**src/hdl/level_ctl_pkg.sv**
```systemverilog
/*
  Shared constants and types for the ADC volume and level control block:
  register addresses, field positions, reset values, step timing and the
  half-decibel coefficient table.
  Assumes a 40 MHz core clock and 16-bit full-scale samples.
*/
package level_ctl_pkg;

  // ==========================================================
  // Clock
  localparam int CLK_PERIOD_NS = 25;

  // ==========================================================
  // Register addresses (7-bit control port address)
  localparam logic [6:0] ADDR_GAIN = 7'h0F;
  localparam logic [6:0] ADDR_LC1  = 7'h20;
  localparam logic [6:0] ADDR_LC2  = 7'h21;
  localparam logic [6:0] ADDR_LC3  = 7'h22;

  // ==========================================================
  // Field positions
  localparam int ON_BIT     = 8;
  localparam int CEIL_LSB   = 3;
  localparam int FLOOR_LSB  = 0;
  localparam int HOLD_LSB   = 4;
  localparam int TARGET_LSB = 0;
  localparam int STYLE_BIT  = 8;
  localparam int RISE_LSB   = 4;
  localparam int FALL_LSB   = 0;

  // ==========================================================
  // Control state carried as one struct
  typedef struct packed {
    logic [7:0] gain;
    logic       on;
    logic [2:0] ceiling;
    logic [2:0] floor;
    logic [3:0] hold;
    logic [3:0] target;
    logic       style;
    logic [3:0] rise;
    logic [3:0] fall;
  } ctrl_t;

  localparam ctrl_t CTRL_RST = '{
    gain: 8'hFF, on: 1'h0, ceiling: 3'h7, floor: 3'h0, hold: 4'h0,
    target: 4'hB, style: 1'h0, rise: 4'h3, fall: 4'h2};

  typedef enum logic [1:0] {ST_OFF, ST_HOLD, ST_RISE} lvl_state_t;

  // ==========================================================
  // PGA gain code: 0.75 dB per code, code 16 is 0 dB
  localparam int          PGA_W       = 6;
  localparam logic [5:0]  PGA_RST     = 6'h10;
  localparam logic [2:0]  FLOOR_PAD   = 3'h0;
  localparam logic [2:0]  CEIL_PAD    = 3'h7;

  // ==========================================================
  // Step and hold timing
  localparam int TIMER_W        = 32;
  localparam int FALL_NORM_NS   = 104000;
  localparam int FALL_LIM_NS    = 22700;
  localparam int RISE_NORM_NS   = 410000;
  localparam int RISE_LIM_NS    = 90800;
  localparam int HOLD_BASE_NS   = 2670000;
  localparam int FALL_NORM_CYC  = FALL_NORM_NS / CLK_PERIOD_NS;
  localparam int FALL_LIM_CYC   = FALL_LIM_NS / CLK_PERIOD_NS;
  localparam int RISE_NORM_CYC  = RISE_NORM_NS / CLK_PERIOD_NS;
  localparam int RISE_LIM_CYC   = RISE_LIM_NS / CLK_PERIOD_NS;
  localparam int HOLD_BASE_CYC  = HOLD_BASE_NS / CLK_PERIOD_NS;
  localparam logic [3:0] RATE_CODE_MAX = 4'hA;

  // ==========================================================
  // Attenuation in half-dB steps: 12 steps make one halving
  localparam logic [7:0] ATT_FULL    = 8'hFF;
  localparam logic [7:0] ATT_PER_SH  = 8'h0C;
  localparam int         COEF_FRAC   = 15;
  localparam logic [5:0] TGT_ATT_TOP = 6'h2D;
  localparam logic [3:0] TGT_CODE_MAX = 4'hE;
  localparam logic [15:0] COEF [12] = '{
    16'h8000, 16'h78D7, 16'h7215, 16'h6BB3, 16'h65AD, 16'h5FFD,
    16'h5A9E, 16'h558C, 16'h50C3, 16'h4C3F, 16'h47FB, 16'h43F4};

endpackage

```
**src/hdl/level_control.sv**
```systemverilog
/*
  ADC digital volume and automatic level control.
  Samples pass a FIFO, are scaled by the volume code and leave on a
  valid/ready stream; a peak detector steers the analogue PGA gain.
  Assumes samples arrive on CLK from the decimator, two's complement.
*/
`timescale 1ns/1ps
module level_control
  import level_ctl_pkg::*;
#(
  parameter int SAMPLE_W   = 16,
  parameter int FIFO_DEPTH = 16,
  parameter int FALL_NORM  = FALL_NORM_CYC,
  parameter int FALL_LIM   = FALL_LIM_CYC,
  parameter int RISE_NORM  = RISE_NORM_CYC,
  parameter int RISE_LIM   = RISE_LIM_CYC,
  parameter int HOLD_BASE  = HOLD_BASE_CYC
) (
  // Clock and reset
  input  wire logic                CLK,
  input  wire logic                RSTN,
  // Control port
  input  wire logic                REG_WR,
  input  wire logic                REG_RD,
  input  wire logic [6:0]          REG_ADDR,
  input  wire logic [8:0]          REG_WDATA,
  output      logic [8:0]          REG_RDATA,
  // Samples from the decimator
  input  wire logic                IN_VALID,
  output      logic                IN_READY,
  input  wire logic [SAMPLE_W-1:0] IN_DATA,
  // Scaled samples out
  output      logic                OUT_VALID,
  input  wire logic                OUT_READY,
  output      logic [SAMPLE_W-1:0] OUT_DATA,
  // Analogue PGA gain code
  output      logic [PGA_W-1:0]    PGA_GAIN
);

  // ==========================================================
  // Declarations
  ctrl_t                ctl;
  lvl_state_t           state;
  logic                 f_valid;
  logic                 f_ready;
  logic [SAMPLE_W-1:0]  f_data;
  logic                 take;
  logic [7:0]           att;
  logic [3:0]           att_idx;
  logic [7:0]           att_sh;
  logic [SAMPLE_W+16:0] prod;
  logic [SAMPLE_W+16:0] scaled;
  logic [SAMPLE_W-1:0]  mag;
  logic [15:0]          mag_top;
  logic [15:0]          peak;
  logic [3:0]           tcode;
  logic [5:0]           tatt;
  logic [15:0]          thr;
  logic                 over_now;
  logic                 above;
  logic [PGA_W-1:0]     floor_idx;
  logic [PGA_W-1:0]     ceil_idx;
  logic [TIMER_W-1:0]   fall_len;
  logic [TIMER_W-1:0]   rise_len;
  logic [TIMER_W-1:0]   hold_len;
  logic [TIMER_W-1:0]   fall_cnt;
  logic [TIMER_W-1:0]   rise_cnt;
  logic [TIMER_W-1:0]   hold_cnt;
  logic                 fall_tick;
  logic                 rise_tick;
  logic                 hold_done;

  // Rate codes of ten and above all act as ten
  function automatic logic [3:0] rate_clip(input logic [3:0] code);
    rate_clip = (code > RATE_CODE_MAX) ? RATE_CODE_MAX : code;
  endfunction

  // ==========================================================
  // Register writes
  always_ff @(posedge CLK or negedge RSTN) begin
    if (!RSTN) begin
      ctl <= CTRL_RST;
    end else if (REG_WR) begin
      case (REG_ADDR)
        ADDR_GAIN: begin
          ctl.gain <= REG_WDATA[7:0];
        end
        ADDR_LC1: begin
          ctl.on      <= REG_WDATA[ON_BIT];
          ctl.ceiling <= REG_WDATA[CEIL_LSB +: 3];
          ctl.floor   <= REG_WDATA[FLOOR_LSB +: 3];
        end
        ADDR_LC2: begin
          ctl.hold   <= REG_WDATA[HOLD_LSB +: 4];
          ctl.target <= REG_WDATA[TARGET_LSB +: 4];
        end
        ADDR_LC3: begin
          ctl.style <= REG_WDATA[STYLE_BIT];
          ctl.rise  <= REG_WDATA[RISE_LSB +: 4];
          ctl.fall  <= REG_WDATA[FALL_LSB +: 4];
        end
        default: begin
        end
      endcase
    end
  end

  // Readback, one cycle after the read strobe; unmapped reads zero
  always_ff @(posedge CLK or negedge RSTN) begin
    if (!RSTN) begin
      REG_RDATA <= '0;
    end else if (REG_RD) begin
      case (REG_ADDR)
        ADDR_GAIN: REG_RDATA <= {1'b0, ctl.gain};
        ADDR_LC1:  REG_RDATA <= {ctl.on, 2'b00, ctl.ceiling, ctl.floor};
        ADDR_LC2:  REG_RDATA <= {1'b0, ctl.hold, ctl.target};
        ADDR_LC3:  REG_RDATA <= {ctl.style, ctl.rise, ctl.fall};
        default:   REG_RDATA <= '0;
      endcase
    end
  end

  // ==========================================================
  // Sample buffer; a stalled output backs up into IN_READY
  sample_fifo #(
    .WIDTH (SAMPLE_W),
    .DEPTH (FIFO_DEPTH)
  ) u_fifo (
    .clk       (CLK),
    .rstn      (RSTN),
    .in_valid  (IN_VALID),
    .in_ready  (IN_READY),
    .in_data   (IN_DATA),
    .out_valid (f_valid),
    .out_ready (f_ready),
    .out_data  (f_data)
  );

  assign f_ready = !OUT_VALID || OUT_READY;
  assign take    = f_valid && f_ready;

  // ==========================================================
  // Volume: table gives the fraction, whole 6 dB steps are shifts
  assign att     = ATT_FULL - ctl.gain;
  assign att_idx = 4'(att % ATT_PER_SH);
  assign att_sh  = att / ATT_PER_SH;
  assign prod    = $signed(f_data) * $signed({1'b0, COEF[att_idx]});
  assign scaled  = $signed(prod) >>> (att_sh + 8'(COEF_FRAC));

  // Output register; mute overrides the scaler outright
  always_ff @(posedge CLK or negedge RSTN) begin
    if (!RSTN) begin
      OUT_VALID <= 1'b0;
      OUT_DATA  <= '0;
    end else if (f_ready) begin
      OUT_VALID <= f_valid;
      if (take) begin
        OUT_DATA <= (ctl.gain == '0) ? '0 : scaled[SAMPLE_W-1:0];
      end
    end
  end

  // ==========================================================
  // Peak detector on the unscaled samples
  assign mag     = f_data[SAMPLE_W-1] ? -f_data : f_data;
  assign mag_top = mag[SAMPLE_W-1 -: 16];

  // Target: top two codes share -1.5 dBFS
  assign tcode = (ctl.target > TGT_CODE_MAX) ? TGT_CODE_MAX : ctl.target;
  assign tatt  = TGT_ATT_TOP - 6'(tcode) * 6'h3;
  assign thr   = COEF[4'(tatt % 6'(ATT_PER_SH))] >> (tatt / 6'(ATT_PER_SH));

  assign over_now = ctl.on && take && (mag_top > thr);
  assign above    = peak > thr;

  // Peak holds the loudest sample since the last fall tick
  always_ff @(posedge CLK or negedge RSTN) begin
    if (!RSTN) begin
      peak <= '0;
    end else if (!ctl.on) begin
      peak <= '0;
    end else if (fall_tick) begin
      peak <= take ? mag_top : '0;
    end else if (take && mag_top > peak) begin
      peak <= mag_top;
    end
  end

  // ==========================================================
  // Step lengths: limiter style uses the faster base times
  assign fall_len = (ctl.style ? TIMER_W'(FALL_LIM) : TIMER_W'(FALL_NORM))
                    << rate_clip(ctl.fall);
  assign rise_len = (ctl.style ? TIMER_W'(RISE_LIM) : TIMER_W'(RISE_NORM))
                    << rate_clip(ctl.rise);
  assign hold_len = (ctl.hold == '0) ? '0 :
                    TIMER_W'(HOLD_BASE) << (rate_clip(ctl.hold) - 4'h1);

  assign fall_tick = ctl.on && (fall_cnt >= fall_len - 1'b1);
  assign rise_tick = (state == ST_RISE) && (rise_cnt >= rise_len - 1'b1);
  assign hold_done = hold_cnt >= hold_len;

  // Fall timer free-runs while enabled
  always_ff @(posedge CLK or negedge RSTN) begin
    if (!RSTN) begin
      fall_cnt <= '0;
    end else if (!ctl.on || fall_tick) begin
      fall_cnt <= '0;
    end else begin
      fall_cnt <= fall_cnt + 1'b1;
    end
  end

  // ==========================================================
  // Hold and rise sequencing
  always_ff @(posedge CLK or negedge RSTN) begin
    if (!RSTN) begin
      state    <= ST_OFF;
      hold_cnt <= '0;
      rise_cnt <= '0;
    end else begin
      case (state)
        ST_OFF: begin
          hold_cnt <= '0;
          rise_cnt <= '0;
          if (ctl.on) begin
            state <= ST_HOLD;
          end
        end
        ST_HOLD: begin
          rise_cnt <= '0;
          if (!ctl.on) begin
            state <= ST_OFF;
          end else if (over_now) begin
            hold_cnt <= '0;
          end else if (hold_done) begin
            state <= ST_RISE;
          end else begin
            hold_cnt <= hold_cnt + 1'b1;
          end
        end
        ST_RISE: begin
          hold_cnt <= '0;
          if (!ctl.on) begin
            state <= ST_OFF;
          end else if (over_now) begin
            state <= ST_HOLD;
          end else if (rise_tick) begin
            rise_cnt <= '0;
          end else begin
            rise_cnt <= rise_cnt + 1'b1;
          end
        end
        default: begin
          state <= ST_OFF;
        end
      endcase
    end
  end

  // ==========================================================
  // PGA gain: out-of-range pulls first, ceiling winning a bad pair
  assign floor_idx = {ctl.floor, FLOOR_PAD};
  assign ceil_idx  = {ctl.ceiling, CEIL_PAD};

  always_ff @(posedge CLK or negedge RSTN) begin
    if (!RSTN) begin
      PGA_GAIN <= PGA_RST;
    end else if (ctl.on) begin
      if (PGA_GAIN > ceil_idx) begin
        PGA_GAIN <= PGA_GAIN - 1'b1;
      end else if (PGA_GAIN < floor_idx && PGA_GAIN < ceil_idx) begin
        PGA_GAIN <= PGA_GAIN + 1'b1;
      end else if (fall_tick && above) begin
        if (PGA_GAIN > floor_idx) begin
          PGA_GAIN <= PGA_GAIN - 1'b1;
        end
      end else if (rise_tick && !over_now && PGA_GAIN < ceil_idx) begin
        PGA_GAIN <= PGA_GAIN + 1'b1;
      end
    end
  end
endmodule

```
**src/hdl/sample_fifo.sv**
```systemverilog
/*
  Flip-flop FIFO for the sample stream, valid/ready on both sides.
  Assumes DEPTH is a power of two and one clock for both sides.
*/
`timescale 1ns/1ps
module sample_fifo #(
  parameter int WIDTH = 16,
  parameter int DEPTH = 16
) (
  // Clock and reset
  input  wire logic             clk,
  input  wire logic             rstn,
  // Filling side
  input  wire logic             in_valid,
  output      logic             in_ready,
  input  wire logic [WIDTH-1:0] in_data,
  // Draining side
  output      logic             out_valid,
  input  wire logic             out_ready,
  output      logic [WIDTH-1:0] out_data
);
  localparam int AW = $clog2(DEPTH);

  logic [WIDTH-1:0] mem [DEPTH];
  logic [AW-1:0]    wr_ptr;
  logic [AW-1:0]    rd_ptr;
  logic [AW:0]      count;
  logic             push;
  logic             pop;

  // ==========================================================
  // Flags straight from the fill count
  assign in_ready  = count != AW'(0) + (AW+1)'(DEPTH);
  assign out_valid = count != '0;
  assign out_data  = mem[rd_ptr];
  assign push      = in_valid && in_ready;
  assign pop       = out_valid && out_ready;

  // Storage needs no reset, only pointers and count do
  always_ff @(posedge clk) begin
    if (push) begin
      mem[wr_ptr] <= in_data;
    end
  end

  // Pointers and count
  always_ff @(posedge clk or negedge rstn) begin
    if (!rstn) begin
      wr_ptr <= '0;
      rd_ptr <= '0;
      count  <= '0;
    end else begin
      if (push) begin
        wr_ptr <= wr_ptr + 1'b1;
      end
      if (pop) begin
        rd_ptr <= rd_ptr + 1'b1;
      end
      if (push && !pop) begin
        count <= count + 1'b1;
      end else if (pop && !push) begin
        count <= count - 1'b1;
      end
    end
  end

endmodule

```
**config.mk**
```make
export PLATFORM = sky130hd
export DESIGN_NAME = level_control
export DESIGN_NICKNAME = d
export VERILOG_FILES = /design/src/hdl/level_ctl_pkg.sv /design/src/hdl/level_control.sv /design/src/hdl/sample_fifo.sv
export SDC_FILE = /design/constraint.sdc
export NUM_CORES = 2
export LEC_CHECK = 0
export BUFFER_PORTS_ARGS = -buffer_cell sky130_fd_sc_hd__buf_2
export CAP_MARGIN = 20
export CELL_PAD_IN_SITES_DETAIL_PLACEMENT = 1
export CELL_PAD_IN_SITES_GLOBAL_PLACEMENT = 2
export CORE_UTILIZATION = 46
export DETAILED_ROUTE_END_ITERATION = 6
export PLACE_DENSITY_LB_ADDON = 0.1
export RECOVER_POWER = 50
export SLEW_MARGIN = 15
export SYNTH_ARGS = -nofsm -noshare
export SYNTH_HDL_FRONTEND = slang
export SYNTH_SLANG_ARGS = --single-unit
```
**constraint.sdc**
```tcl
create_clock -name CLK -period 17.15 [get_ports CLK]
set_input_delay 0.8575 -clock CLK [delete_from_list [all_inputs] [get_ports CLK]]
set_output_delay 0.8575 -clock CLK [all_outputs]
set_load 0.01 [all_outputs]
```
==> flow_summary.ini <==
[status]
status = finished, violations left
failed_checks = max-capacitance violations, max-slew violations

[synthesis]
ys_seq_elements = 447
syn_avg_cell_area_um2 = 9.69
yosysWarningCount = 0
synth_ff_type = edfxtp_1
synth_top_area_share_pct = 20.4
yosysUniqueCellTypes = 90
synth_edf_count = 256
yosysTopAreaCell = edfxtp_1
synthTopCellsByArea = edfxtp_1, dfrtp_1, fa_1
yosysSeqAreaShare_pct = 33.2
ys_async_sr_fraction_pct = 42.7
synth_area_um2 = 37600
syn-instance-count = 3882

[clock_network]
cts_buffers = 51
clockBufferDepth = 3
post-cts-setup-buffer-count = 0
clockRootBuffer = clkbuf_16
h-tree-depth = 2
insertion_delay_ns = 0.62
cts_tree = done
cts.sinks = 447
cts_resized = 0
clkTransAtPathRegs_ns = 0.06
cts_hold_buf = 0

[floorplanning]
die_area_um2 = 82900
die_h_um = 288
pin_count = 71
die_w_um = 288
fp.coreArea_um2 = 80700
num_rows = 104
initial_core_util_pct = 46.6

[timing]
rsz0062_at_grt = false
hold_viol = 0
fin_skew_ns = 0.0374
post-route-period-util_pct = 62.3
tightest_slew_ns = 4.23
fin_setup_tns_ns = 0
whs_ns = 0.498
post-route-min-period_ns = 10.68
layout_setup_ws_ns = 6.47
max_freq_mhz = 93.6
slew_viol_final = 159
setup_viol = 0
relSlewSlack_pct = -182

[cells_and_area]
multiInputGateArea_um2 = 23000
final_cell_mix = nand2_1, inv_1, nor2_1, ha_1, edfxtp_1
nets = 4406
final_util_pct = 50.6
drive_gt1_share_pct = 9.47
final_common_cell = nand2_1
seqCellArea_um2 = 12500
filler_cell_count = 8995
areaGrowthSynthToFinish_pct = 8.49
diodes = 0

[worst_setup_path]
path_max_fanout = 32
cp-start-kind = register
crit_top_cell = fa_1
cp_slowest_cell = dfstp_2
critPathRequiredTime_ns = 17.69
critical_path.startpoint = ctl[31]
cp-end-kind = register
r2r-start = ctl[31]
max_stage_delay_ns = 0.89
critPathKind = register to register
critical_path_arrival_ns = 11.22

[global_route]
grt_first_pass_wirelength_mm = 186
track_usage_pct = 28.7
overflow = 0
antenna_found_initial = 7
grt_start_max_net_pins = 68
grt_pass1_vias = 31857

[routing]
drc = 0
wire_per_inst_um = 23.8
first_pass_iters = 6
vias = 30297
drt_iter0_markers = 2053
detail-route-antenna-nets = 0
routed_via_density = 6.10
wirelength_mm = 118

[placed_design]
post-place-ws_ns = 6.39
dp.final_hpwl_mm = 89.5
gp_congestion = 0.895
portBuffers = 70

[min_path]
hp-start = rise_cnt[31]
hold_path_class = register to register

[job]
drv_cap = 3
cell usage after synthesis, types with 17 or more instances:
cell	instances
a211o_1	17
a22o_1	31
nand2b_1	36
or3_1	25
nor4_1	27
xnor2_1	61
o21a_1	28
mux2_2	57
nor3_1	77
and2_1	57
dfrtp_1	173
nand2_1	410
nand4_1	46
xor2_1	48
o22ai_1	24
nor2_1	323
mux4_2	77
o21ai_0	180
nor3b_1	21
edfxtp_1	256
o211ai_1	28
fa_1	196
a21oi_1	157
inv_1	361
ha_1	307
a211oi_1	25
buf_1	18
dfstp_2	18
clkbuf_1	174
and3_1	59
or2_2	17
mux2i_1	50
nand3_1	95
a21o_1	74
a221o_1	17
nor2b_1	32
a31oi_1	40
kinds of logic after synthesis:
logic type | Yosys count | synth area share (%)
mux | 184 | 7.65
fa+ha+maj | 504 | 20.7
other cells | 1 | 0.00997
flops | 447 | 33.2
simple gates | 1263 | 15.9
buf+inv | 580 | 5.90
compound gates | 794 | 14.2
xor+xnor | 109 | 2.54
state kept, by name (all words and copies together), names as in the netlist:
| signal | flops |
|---|---|
| u_fifo.mem | 256 |
| fall_cnt | 32 |
| hold_cnt | 32 |
| rise_cnt | 32 |
| ctl | 29 |
| OUT_DATA | 16 |
| peak | 16 |
| REG_RDATA | 9 |
| PGA_GAIN | 6 |
| u_fifo.count | 5 |
| u_fifo.rd_ptr | 4 |
| u_fifo.wr_ptr | 4 |
| ceil_idx | 3 |
| state | 2 |
| OUT_VALID | 1 |
cell type report:
cell class / instances / share of cell area [%]
sequential: 447 / 30.6
multi-input combinational: 2861 / 56.4
tap: 1060 / 3.25
timing repair buffer: 137 / 1.98
clock inverter: 29 / 1.01
inverter: 367 / 3.38
clock buffer: 65 / 3.43
through the flow:
| step | instances | area (um^2) |
|---|---|---|
| after floorplan | 3888 | 37600 |
| after global placement | 4859 | 39000 |
| after detailed placement | 4867 | 39100 |
| after CTS | 4961 | 40900 |
| after global routing | 4966 | 40800 |
| final | 4966 | 40800 |
per-layer routing:
layer,routed length (um),GRT usage [%]
met1,53100,39.9
met5,51,0
met2,56300,47.5
met3,6130,4.06
met4,2510,6.49
worst paths after layout:
check	end	slack [ns]	cells past startpoint
max	OUT_DATA[12]	6.47	29
min	rise_cnt[31]	0.50	1
max reg2reg	OUT_DATA[12]	6.47	29
min reg2reg	rise_cnt[31]	0.50	1
max in group asynchronous	u_fifo.rd_ptr[0]	9.92	3
min in group asynchronous	OUT_DATA[5]	1.75	1
critical path, delay by kind of cell (launching register included):
kind,cells,cell delay [ns]
XOR/XNOR,1,0.15
AO/OA/AOI/OAI,7,1.77
adder cells (fa/ha/maj),7,3.33
flip-flops,1,0.89
multiplexers,1,0.73
AND/OR/NAND/NOR,8,3.00
buffers and inverters,5,0.73
Power is not shown: default switching activity piles up to over one toggle a cycle in this logic, so the estimate is an artifact.
